==> src/inc/cpu_arith_pkg.sv <==
// constants and types shared by the arithmetic/compare decode block
package cpu_arith_pkg;
  // ****************************************************************
  // register map (byte addresses) and field positions
  // ****************************************************************
  localparam logic [7:0]  OFF_CTRL     = 8'h00;
  localparam logic [7:0]  OFF_INSN     = 8'h04;
  localparam logic [7:0]  OFF_OPND     = 8'h08;
  localparam logic [7:0]  OFF_FLAGS    = 8'h0C;
  localparam logic [7:0]  OFF_PC       = 8'h10;
  localparam logic [7:0]  OFF_RESULT   = 8'h14;
  localparam logic [7:0]  OFF_STATUS   = 8'h18;
  localparam logic [7:0]  OFF_INTERRUPT_CONTROL_REG   = 8'h1C;
  localparam int          START_BIT    = 0;
  localparam int          FLAGS_LSB    = 2;
  localparam int          IRQ_EN_BIT   = 7;
  // ****************************************************************
  // opcodes
  // ****************************************************************
  localparam logic [7:0]  OP_PREFIX    = 8'h1F;
  localparam logic [3:0]  GRP_ADD      = 4'h0;
  localparam logic [3:0]  GRP_ADC      = 4'h1;
  localparam logic [3:0]  GRP_CP       = 4'hA;
  localparam logic [3:0]  LO_FIRST     = 4'h2;
  localparam logic [3:0]  LO_WIDE      = 4'h4;
  localparam logic [3:0]  LO_EXT       = 4'h8;
  localparam logic [3:0]  LO_LAST      = 4'h9;
  localparam logic [3:0]  LO_LOOP      = 4'hA;
  localparam logic [7:0]  OP_CP_FIRST  = 8'hA2;
  localparam logic [7:0]  OP_CP_EXT    = 8'hA8;
  localparam logic [7:0]  OP_INVERT    = 8'h60;
  localparam logic [7:0]  OP_DECADJ    = 8'h40;
  localparam logic [7:0]  OP_DEC       = 8'h30;
  localparam logic [7:0]  OP_WORD_MINUS_ONE      = 8'h80;
  localparam logic [7:0]  OP_IRQ_OFF   = 8'h8F;
  localparam logic [7:0]  OP_IRQ_ON    = 8'h9F;
  // ****************************************************************
  // fetch and execute cycle counts
  // ****************************************************************
  localparam logic [3:0]  CYC_ONE      = 4'h1;
  localparam logic [3:0]  CYC_TWO      = 4'h2;
  localparam logic [3:0]  CYC_THREE    = 4'h3;
  localparam logic [3:0]  CYC_FOUR     = 4'h4;
  localparam logic [3:0]  CYC_FIVE     = 4'h5;
  localparam logic [3:0]  CYC_SIX      = 4'h6;
  // ****************************************************************
  // arithmetic constants
  // ****************************************************************
  localparam logic [3:0]  DA_LO_LIMIT  = 4'h9;
  localparam logic [7:0]  DA_HI_LIMIT  = 8'h99;
  localparam logic [7:0]  DA_LO_FIX    = 8'h06;
  localparam logic [7:0]  DA_HI_FIX    = 8'h60;
  localparam logic [7:0]  BYTE_ONE     = 8'h01;
  localparam logic [15:0] WORD_ONE     = 16'h0001;
  localparam logic [7:0]  BYTE_MIN_NEG = 8'h80;
  localparam logic [15:0] WORD_MIN_NEG = 16'h8000;
  localparam logic [15:0] PC_STEP      = 16'h0002;
  // ****************************************************************
  // types
  // ****************************************************************
  typedef struct packed {logic c; logic z; logic s; logic v; logic d; logic h;} flags_t;
  typedef struct packed {
    logic [7:0]  disp;
    logic [14:0] rsvd;
    logic        prefix;
    logic [7:0]  opcode;
  } insn_t;
  typedef struct packed {logic [7:0] rsvd; logic [7:0] src; logic [15:0] dst;} opnd_t;
  typedef struct packed {
    logic [7:0]  rsvd;
    logic [3:0]  wreg;
    logic [2:0]  rsvd2;
    logic        store;
    logic [15:0] data;
  } result_t;
  typedef struct packed {
    logic [15:0] rsvd;
    logic [3:0]  exec;
    logic [3:0]  fetch;
    logic [5:0]  rsvd2;
    logic        illegal;
    logic        busy;
  } status_t;
  typedef enum logic {ST_IDLE, ST_EXEC} state_t;
  typedef enum logic [3:0] {
    OPK_ADD, OPK_ADC, OPK_CP, OPK_CPC, OPK_INV, OPK_DA, OPK_DEC, OPK_WORD_MINUS_ONE,
    OPK_IRQ_OFF, OPK_IRQ_ON, OPK_LOOP, OPK_BAD
  } kind_t;
endpackage : cpu_arith_pkg

==> src/hdl/cpu_arith_compare_decode.sv <==
// decode and execute of add, compare, adjust, decrement and irq-gate instructions
//
// Behaviour
// RULE1: add_with_carry uses opcodes 14 to 17 (register and literal forms), fetch 3, execute 3 or 4.
// RULE2: add_with_carry_extended stores dst+src+carry, opcodes 18 and 19, fetch 4, execute 3.
// RULE3: plain add stores dst+src over opcodes 02 to 07, sets C Z S V H from it and clears D.
// RULE4: add_extended uses opcodes 08 and 09, fetch 4, execute 3, flags as plain add.
// RULE5: bitwise_invert (60, 61) stores the ones' complement, Z S follow, V clears, rest kept.
// RULE6: compare_op (A2 to A7) subtracts without storing, C Z S V follow, D and H kept.
// RULE7: compare_with_carry is prefix 1F plus A2 to A7, also subtracts carry, one more fetch.
// RULE8: compare_with_carry_extended is 1F plus A8 or A9, fetch 5, execute 3.
// RULE9: compare_extended is A8 or A9, fetch 4, execute 3, C Z S V follow, D and H kept.
// RULE10: decimal_adjust (40, 41) corrects to packed decimal, C Z S follow, D and H kept.
// RULE11: minus_one_op (30, 31) subtracts one from a byte, Z S V follow, carry kept.
// RULE12: word_minus_one (80, 81) decrements a 16-bit pair, execute 5 or 6, carry kept.
// RULE13: global_irq_off (8F) clears interrupt_control_reg bit 7, fetch 1, execute 2, no flags.
// RULE14: global_irq_on (9F) sets interrupt_control_reg bit 7, fetch 1, execute 2, no flags.
// RULE15: loop_count_branch (x A) decrements a register and branches when nonzero, no flags.
// RULE16: its register number is the opcode upper nibble, displacement signed from next address.
// RULE17: add_with_carry opcodes 12 and 13 take fetch 2 and set flags like add, D cleared.
//
// The address map and the APB interface to the registers are this design's own decisions.
`timescale 1ns/1ps
module cpu_arith_compare_decode
  import cpu_arith_pkg::*;
(
  input  wire logic        pclk,
  input  wire logic        presetn,
  input  wire logic        psel,
  input  wire logic        penable,
  input  wire logic        pwrite,
  input  wire logic [7:0]  paddr,
  input  wire logic [31:0] pwdata,
  output logic             pready,
  output logic [31:0]      prdata,
  output logic             pslverr,
  output logic             irq_enable
);
  state_t      state,     next_state;
  logic [3:0]  cnt,       next_cnt;
  insn_t       insn,      next_insn;
  opnd_t       opnd,      next_opnd;
  flags_t      flags,     next_flags;
  logic [15:0] pc,        next_pc;
  logic [7:0]  interrupt_control_reg,    next_interrupt_control_reg;
  result_t     result,    next_result;
  logic        illegal,   next_illegal;
  logic [3:0]  fetch_cyc, next_fetch_cyc;
  logic [3:0]  exec_cyc,  next_exec_cyc;
  logic        next_pready;
  logic [31:0] next_prdata;
  logic        next_pslverr;

  kind_t       kind;
  logic [3:0]  dfetch;
  logic [3:0]  dexec;
  logic [3:0]  lo;
  logic [3:0]  hi;
  logic [7:0]  d;
  logic [7:0]  s;
  logic        cin;
  logic        sub;
  logic [8:0]  sum;
  logic [4:0]  half;
  logic        ovf;
  logic        da_lo;
  logic        da_hi;
  logic [7:0]  da_fix;
  flags_t      nf;
  logic [15:0] r;
  logic        store;
  logic [15:0] npc;
  logic [7:0]  nirq;
  logic        wr;
  logic        start;
  logic        commit;
  status_t     st;

  assign irq_enable = interrupt_control_reg[IRQ_EN_BIT];

  // ****************************************************************
  // opcode decode
  // ****************************************************************
  always_comb begin
    lo     = insn.opcode[3:0];
    hi     = insn.opcode[7:4];
    kind   = OPK_BAD;
    dfetch = CYC_TWO;
    dexec  = CYC_TWO;
    if (lo == LO_LOOP) begin
      kind  = OPK_LOOP;                                        // see RULE15
      dexec = CYC_THREE;
    end else if (lo >= LO_FIRST && lo <= LO_LAST &&
                 (hi == GRP_ADD || hi == GRP_ADC || hi == GRP_CP)) begin
      kind   = (hi == GRP_ADD) ? OPK_ADD : (hi == GRP_ADC) ? OPK_ADC : OPK_CP;
      // register pairs fetch 2, full addresses 3, twelve-bit locations 4
      dfetch = (lo >= LO_EXT) ? CYC_FOUR : (lo >= LO_WIDE) ? CYC_THREE : CYC_TWO; // see RULE1
      dexec  = (lo < LO_EXT && lo[0]) ? CYC_FOUR : CYC_THREE;  // see RULE4
    end else if (insn.opcode[7:1] == OP_INVERT[7:1]) begin
      kind  = OPK_INV;                                         // see RULE5
      dexec = insn.opcode[0] ? CYC_THREE : CYC_TWO;
    end else if (insn.opcode[7:1] == OP_DECADJ[7:1]) begin
      kind  = OPK_DA;
      dexec = insn.opcode[0] ? CYC_THREE : CYC_TWO;
    end else if (insn.opcode[7:1] == OP_DEC[7:1]) begin
      kind  = OPK_DEC;                                         // see RULE11
      dexec = insn.opcode[0] ? CYC_THREE : CYC_TWO;
    end else if (insn.opcode[7:1] == OP_WORD_MINUS_ONE[7:1]) begin
      kind  = OPK_WORD_MINUS_ONE;                                        // see RULE12
      dexec = insn.opcode[0] ? CYC_SIX : CYC_FIVE;
    end else if (insn.opcode == OP_IRQ_OFF || insn.opcode == OP_IRQ_ON) begin
      kind   = (insn.opcode == OP_IRQ_OFF) ? OPK_IRQ_OFF : OPK_IRQ_ON; // see RULE13
      dfetch = CYC_ONE;                                        // see RULE14
    end
    // the prefix is only legal in front of a compare
    if (insn.prefix) begin
      if (kind == OPK_CP) begin
        kind   = OPK_CPC;                                      // see RULE7
        dfetch = dfetch + CYC_ONE;                             // see RULE8
      end else begin
        kind = OPK_BAD;
      end
    end
  end

  // ****************************************************************
  // execute datapath
  // ****************************************************************
  always_comb begin
    d      = opnd.dst[7:0];
    s      = opnd.src;
    cin    = (kind == OPK_ADC || kind == OPK_CPC) ? flags.c : 1'b0; // see RULE2
    sub    = (kind == OPK_CP || kind == OPK_CPC);
    sum    = sub ? ({1'b0, d} - {1'b0, s} - {8'h00, cin})       // see RULE6
                 : ({1'b0, d} + {1'b0, s} + {8'h00, cin});
    half   = {1'b0, d[3:0]} + {1'b0, s[3:0]} + {4'h0, cin};
    ovf    = sub ? (d[7] != s[7]) && (sum[7] != d[7]) : (d[7] == s[7]) && (sum[7] != d[7]);
    da_lo  = flags.h || (d[3:0] > DA_LO_LIMIT);
    da_hi  = flags.c || (d > DA_HI_LIMIT);
    da_fix = (da_hi ? DA_HI_FIX : 8'h00) | (da_lo ? DA_LO_FIX : 8'h00);
    nf     = flags;
    r      = 16'h0000;
    store  = 1'b0;
    npc    = pc;
    nirq   = interrupt_control_reg;
    case (kind)
      OPK_ADD, OPK_ADC: begin
        r[7:0] = sum[7:0];                                     // see RULE3
        nf.c   = sum[8];
        nf.v   = ovf;
        nf.d   = 1'b0;                                         // see RULE17
        nf.h   = half[4];
        store  = 1'b1;
      end
      OPK_CP, OPK_CPC: begin
        r[7:0] = sum[7:0];                                     // see RULE9
        nf.c   = sum[8];
        nf.v   = ovf;
      end
      OPK_INV: begin
        r[7:0] = ~d;
        nf.v   = 1'b0;
        store  = 1'b1;
      end
      OPK_DA: begin
        // after a subtract the correction is taken away instead
        r[7:0] = flags.d ? d - da_fix : d + da_fix;            // see RULE10
        nf.c   = da_hi;
        nf.v   = 1'b0;
        store  = 1'b1;
      end
      OPK_DEC: begin
        r[7:0] = d - BYTE_ONE;
        nf.v   = (d == BYTE_MIN_NEG);
        store  = 1'b1;
      end
      OPK_WORD_MINUS_ONE: begin
        r     = opnd.dst - WORD_ONE;
        nf.v  = (opnd.dst == WORD_MIN_NEG);
        store = 1'b1;
      end
      OPK_IRQ_OFF: nirq[IRQ_EN_BIT] = 1'b0;                    // see RULE13
      OPK_IRQ_ON:  nirq[IRQ_EN_BIT] = 1'b1;                    // see RULE14
      OPK_LOOP: begin
        r[7:0] = d - BYTE_ONE;
        store  = 1'b1;
        npc    = pc + PC_STEP;                                 // see RULE16
        if (r[7:0] != 8'h00) begin
          npc = pc + PC_STEP + {{8{insn.disp[7]}}, insn.disp};  // see RULE15
        end
      end
      default: r = 16'h0000;
    endcase
    if (kind != OPK_IRQ_OFF && kind != OPK_IRQ_ON && kind != OPK_LOOP) begin
      nf.z = (kind == OPK_WORD_MINUS_ONE) ? (r == 16'h0000) : (r[7:0] == 8'h00);
      nf.s = (kind == OPK_WORD_MINUS_ONE) ? r[15] : r[7];
    end
  end

  // ****************************************************************
  // sequencer and software-visible state
  // ****************************************************************
  always_comb begin
    wr             = psel && penable && pready && pwrite;
    start          = wr && paddr == OFF_CTRL && pwdata[START_BIT] && state == ST_IDLE;
    commit         = state == ST_EXEC && cnt == CYC_ONE;
    next_state     = state;
    next_cnt       = cnt;
    next_insn      = insn;
    next_opnd      = opnd;
    next_flags     = flags;
    next_pc        = pc;
    next_interrupt_control_reg    = interrupt_control_reg;
    next_result    = result;
    next_illegal   = illegal;
    next_fetch_cyc = fetch_cyc;
    next_exec_cyc  = exec_cyc;
    // operands stay frozen while an instruction runs
    if (wr && state == ST_IDLE) begin
      case (paddr)
        OFF_INSN:   next_insn   = insn_t'(pwdata);
        OFF_OPND:   next_opnd   = opnd_t'(pwdata);
        OFF_FLAGS:  next_flags  = flags_t'(pwdata[FLAGS_LSB +: $bits(flags_t)]);
        OFF_PC:     next_pc     = pwdata[15:0];
        OFF_INTERRUPT_CONTROL_REG: next_interrupt_control_reg = pwdata[7:0];
        default:    next_pc     = pc;
      endcase
    end
    if (start) begin
      next_fetch_cyc = dfetch;
      next_exec_cyc  = dexec;
      next_illegal   = (kind == OPK_BAD);
      if (kind != OPK_BAD) begin
        next_state = ST_EXEC;
        next_cnt   = dexec;
      end
    end
    if (state == ST_EXEC) begin
      next_cnt = cnt - CYC_ONE;
      if (commit) begin
        next_state        = ST_IDLE;
        next_flags        = nf;
        next_pc           = npc;
        next_interrupt_control_reg       = nirq;
        next_result       = '0;
        next_result.data  = r;
        next_result.store = store;
        next_result.wreg  = insn.opcode[7:4];                  // see RULE16
      end
    end
  end

  always_ff @(posedge pclk or negedge presetn) begin
    if (!presetn) begin
      state     <= ST_IDLE;
      cnt       <= '0;
      insn      <= '0;
      opnd      <= '0;
      flags     <= '0;
      pc        <= '0;
      interrupt_control_reg    <= '0;
      result    <= '0;
      illegal   <= 1'b0;
      fetch_cyc <= '0;
      exec_cyc  <= '0;
    end else begin
      state     <= next_state;
      cnt       <= next_cnt;
      insn      <= next_insn;
      opnd      <= next_opnd;
      flags     <= next_flags;
      pc        <= next_pc;
      interrupt_control_reg    <= next_interrupt_control_reg;
      result    <= next_result;
      illegal   <= next_illegal;
      fetch_cyc <= next_fetch_cyc;
      exec_cyc  <= next_exec_cyc;
    end
  end

  // ****************************************************************
  // apb slave: one wait state, error on unmapped addresses
  // ****************************************************************
  always_comb begin
    st           = '0;
    st.busy      = (state == ST_EXEC);
    st.illegal   = illegal;
    st.fetch     = fetch_cyc;
    st.exec      = exec_cyc;
    next_pready  = psel && penable && !pready;
    next_prdata  = '0;
    next_pslverr = 1'b0;
    if (next_pready) begin
      case (paddr)
        OFF_CTRL:   next_prdata = {31'h0, st.busy};
        OFF_INSN:   next_prdata = insn;
        OFF_OPND:   next_prdata = opnd;
        OFF_FLAGS:  next_prdata = 32'(flags) << FLAGS_LSB;
        OFF_PC:     next_prdata = {16'h0000, pc};
        OFF_RESULT: next_prdata = result;
        OFF_STATUS: next_prdata = st;
        OFF_INTERRUPT_CONTROL_REG: next_prdata = {24'h000000, interrupt_control_reg};
        default:    next_pslverr = 1'b1;
      endcase
    end
  end

  always_ff @(posedge pclk or negedge presetn) begin
    if (!presetn) begin
      pready  <= 1'b0;
      prdata  <= '0;
      pslverr <= 1'b0;
    end else begin
      pready  <= next_pready;
      prdata  <= next_prdata;
      pslverr <= next_pslverr;
    end
  end
endmodule : cpu_arith_compare_decode

==> config.mk <==
export PLATFORM = sky130hd
export DESIGN_NAME = cpu_arith_compare_decode
export DESIGN_NICKNAME = d
export VERILOG_FILES = /design/src/inc/cpu_arith_pkg.sv /design/src/hdl/cpu_arith_compare_decode.sv
export SDC_FILE = /design/constraint.sdc
export NUM_CORES = 1
export LEC_CHECK = 0
export BUFFER_PORTS_ARGS = -buffer_cell sky130_fd_sc_hd__buf_4
export CORE_MARGIN = 8
export CORE_UTILIZATION = 60
export DETAILED_ROUTE_END_ITERATION = 8
export PLACE_DENSITY = 0.87
export SLEW_MARGIN = 10
export SYNTH_ARGS = -nofsm -noshare
export SYNTH_HDL_FRONTEND = slang
export SYNTH_SLANG_ARGS = --single-unit
==> constraint.sdc <==
create_clock -name pclk -period 9 [get_ports pclk]
set_input_delay 0.9 -clock pclk [delete_from_list [all_inputs] [get_ports pclk]]
set_output_delay 0.9 -clock pclk [all_outputs]
set_load 0.03 [all_outputs]
==> out/results.ini <==
[synth]
synth.distinct_cells=69
synthFlopType=dfrtp_1
synth_top_area_share_pct=40.4
synth_edf_count=0
netlist_area_sq_mm=0.0100
synthTopCellsByArea=dfrtp_1 (40%), mux2_2 (8.0%), ha_1 (6.4%)
synth_seq_cells=162
synth_cells=1037
async_reset_ff_share_pct=100
syn_nets=1138
yosysSeqAreaShare_pct=40.4
synth_largest_area_cell=dfrtp_1
avgSynthCellArea_sq_um=9.68
yosysWarnings=0

[floorplanning]
start_util_pct=61.0
num_rows=47
design.die.area_sq_mm=0.0211
io_pins=80
die_x_um=145
fp.coreArea_sq_mm=0.0165
die_y_um=145

[finish]
largest_reg_flops=32
regMostFlops=prdata
antenna-diode-count=0
reg_top3=prdata x32, insn x28, result x21
layout_common_cells=dfrtp_1 (162), buf_4 (94), nor2_1 (85)
drive_above_1_share_pct=19.4
finalNetCount=1199
stdcell_area_sq_mm=0.0114
syn_to_final_growth_pct=13.3
final_common_cell=dfrtp_1

[placement]
hpwl_mm=21.8
placed_cell_area_sq_mm=0.0108
io_buffers=79
gp_congestion=1.00

[worst_setup_path]
crit_type=register to register
cp-end-kind=register
critical_path.max_stage_delay_ps=830
critPathTopFamily=compound AO/OA/AOI/OAI gates
required_ps=9340
cp.buffers_inverters=2
rrSetupSlack_ps=3510
startpoint_type=register
crit_arrival_ps=5830
crit_path_max_fanout=13
cp_slowest_cell=a2111oi_1
cp_cell_sequence=or2_2 -> a2111oi_1 -> o31a_1 -> o31ai_1 -> nand3_1 -> inv_1 -> fa_1 -> inv_1 -> ha_1 -> o21ai_0 -> a31oi_1 -> o211ai_1 -> and3b_1 -> o21ai_0 -> o211ai_1 -> o2111ai_1 -> or4_1 -> a311oi_2

[routing]
via_per_inst=6.71
post_drt_wl_per_cell_um=23.1
ant_nets=0
vias=8935
drt_iter0_drc=919
dr.pass1.iters=9
routed_wl_mm=30.7
drcViolationCount=0

[timing]
fin_crit_ps=5490
tightest_slew_ps=1010
tns_ps=0
rsz0062_at_grt=false
drv_slew=0
hold_viol=0
setup_violations=0
timing.fmax_ghz=0.182
finClkSkew_ps=9.43
period_share_pct=61.0
slew_headroom_pct=32.6

[grt]
grt_max_degree=86
grt_pass1_wl_mm=48.5
track_usage_pct=28.8
grt_pass1_vias=8770
antenna_found_initial=0
overflow=0

[clocking]
clock_path_buffers=2
cts_tree=built
worstSkewPairLatency_ps=430
cts_sinks=162
cts_root_buffer=clkbuf_16
cts_setup_buffers=0
cts_resized=0
cts_max_level=4
path_clk_slew_ps=70
cts_made_buffers=17
cts_hold_buf=0

[power]
p_per_area_mw_per_mm2=133
power_leakage_nw=5.24
ir_worst_vdd_mv=0.144

[run_status]
status=finished, final reports clean

[min_path]
hold_class=register to register

[run]
max_cap_violations=0

[kinds of logic (layout without fill, tap and decap cells)]
logic type / Yosys count / in the layout / synth area share, %
buffers and inverters: 97 / 171 / 4.03
flip-flops: 162 / 162 / 40.4
adder cells (fa/ha/maj): 56 / 56 / 7.35
multiplexers: 88 / 88 / 9.66
AND/OR/NAND/NOR: 296 / 296 / 14.6
XOR/XNOR: 56 / 56 / 4.89
AO/OA/AOI/OAI: 282 / 282 / 19.1
[Yosys cell counts (7+ instances only)]
cell type / number
a21oi_1: 62
a222oi_1: 8
a22o_1: 8
a22oi_1: 51
a31oi_1: 25
buf_1: 10
clkbuf_1: 36
dfrtp_1: 162
ha_1: 51
inv_1: 44
mux2_2: 71
mux2i_1: 17
nand2_1: 73
nand2b_1: 14
nand3_1: 25
nor2_1: 86
nor3_1: 23
o211ai_1: 10
o21a_1: 8
o21ai_0: 33
o21bai_1: 7
o22ai_1: 18
o31ai_1: 13
or3_1: 10
xnor2_1: 37
xor2_1: 19
[cell type report]
cell class | count | area, sq um
Multi-Input combinational cell | 778 | 5590
Fill cell | 1281 | 5090
Timing Repair Buffer | 95 | 717
Tap cell | 220 | 275
Clock inverter | 11 | 103
Sequential cell | 162 | 4050
Clock buffer | 21 | 470
Inverter | 44 | 165
[through the flow]
step	cells	hold slack, ps	util (%)	worst slack [ps]	total power [mW]
final	1331	484	69.1	3510	1.51
after global routing	1331	506	69.1	3210	1.56
after CTS	1331	483	69.1	3600	1.52
after detailed placement	1299	468	65.6	3610	0.823
after global placement	1299	462	65.6	3750	0.822
after floorplan	1037	447	-	4130	0.776
[worst paths after layout]
path | endpoint | cells past startpoint | from
setup / recovery | flags[4]$_DFFE_PN0P_ | 18 | hi[1]$_DFFE_PN0P_
hold / removal | result[13]$_DFFE_PN0P_ | 2 | result[13]$_DFFE_PN0P_
setup reg to reg | flags[4]$_DFFE_PN0P_ | 18 | hi[1]$_DFFE_PN0P_
hold reg to reg | result[13]$_DFFE_PN0P_ | 2 | result[13]$_DFFE_PN0P_
max in group asynchronous | d[1]$_DFFE_PN0P_ | 2 | presetn
min in group asynchronous | flags[1]$_DFFE_PN0P_ | 1 | presetn
[tightest hold or removal path, cell delays in order, from the launching register on]
cell     delay (ps)
dfrtp_1         350
nand2_1          50
o31ai_1          50
[metal layers]
layer | up-vias | routed length [um] | GRT usage (%)
met5 | - | 0 | 0
met4 | 0 | 997 | 11.2
met3 | 96 | 3320 | 7.06
met2 | 542 | 14000 | 45.4
met1 | 4356 | 12400 | 37.5
li1 | 3941 | - | -
[power breakdown]
| part | internal [mW] | switching, mW |
|---|---|---|
| combinational | 0.0290 | 0.0488 |
| clock | 0.404 | 0.298 |
| sequential | 0.730 | 0.00301 |
Note: power is estimated with default switching activity, not from simulation.
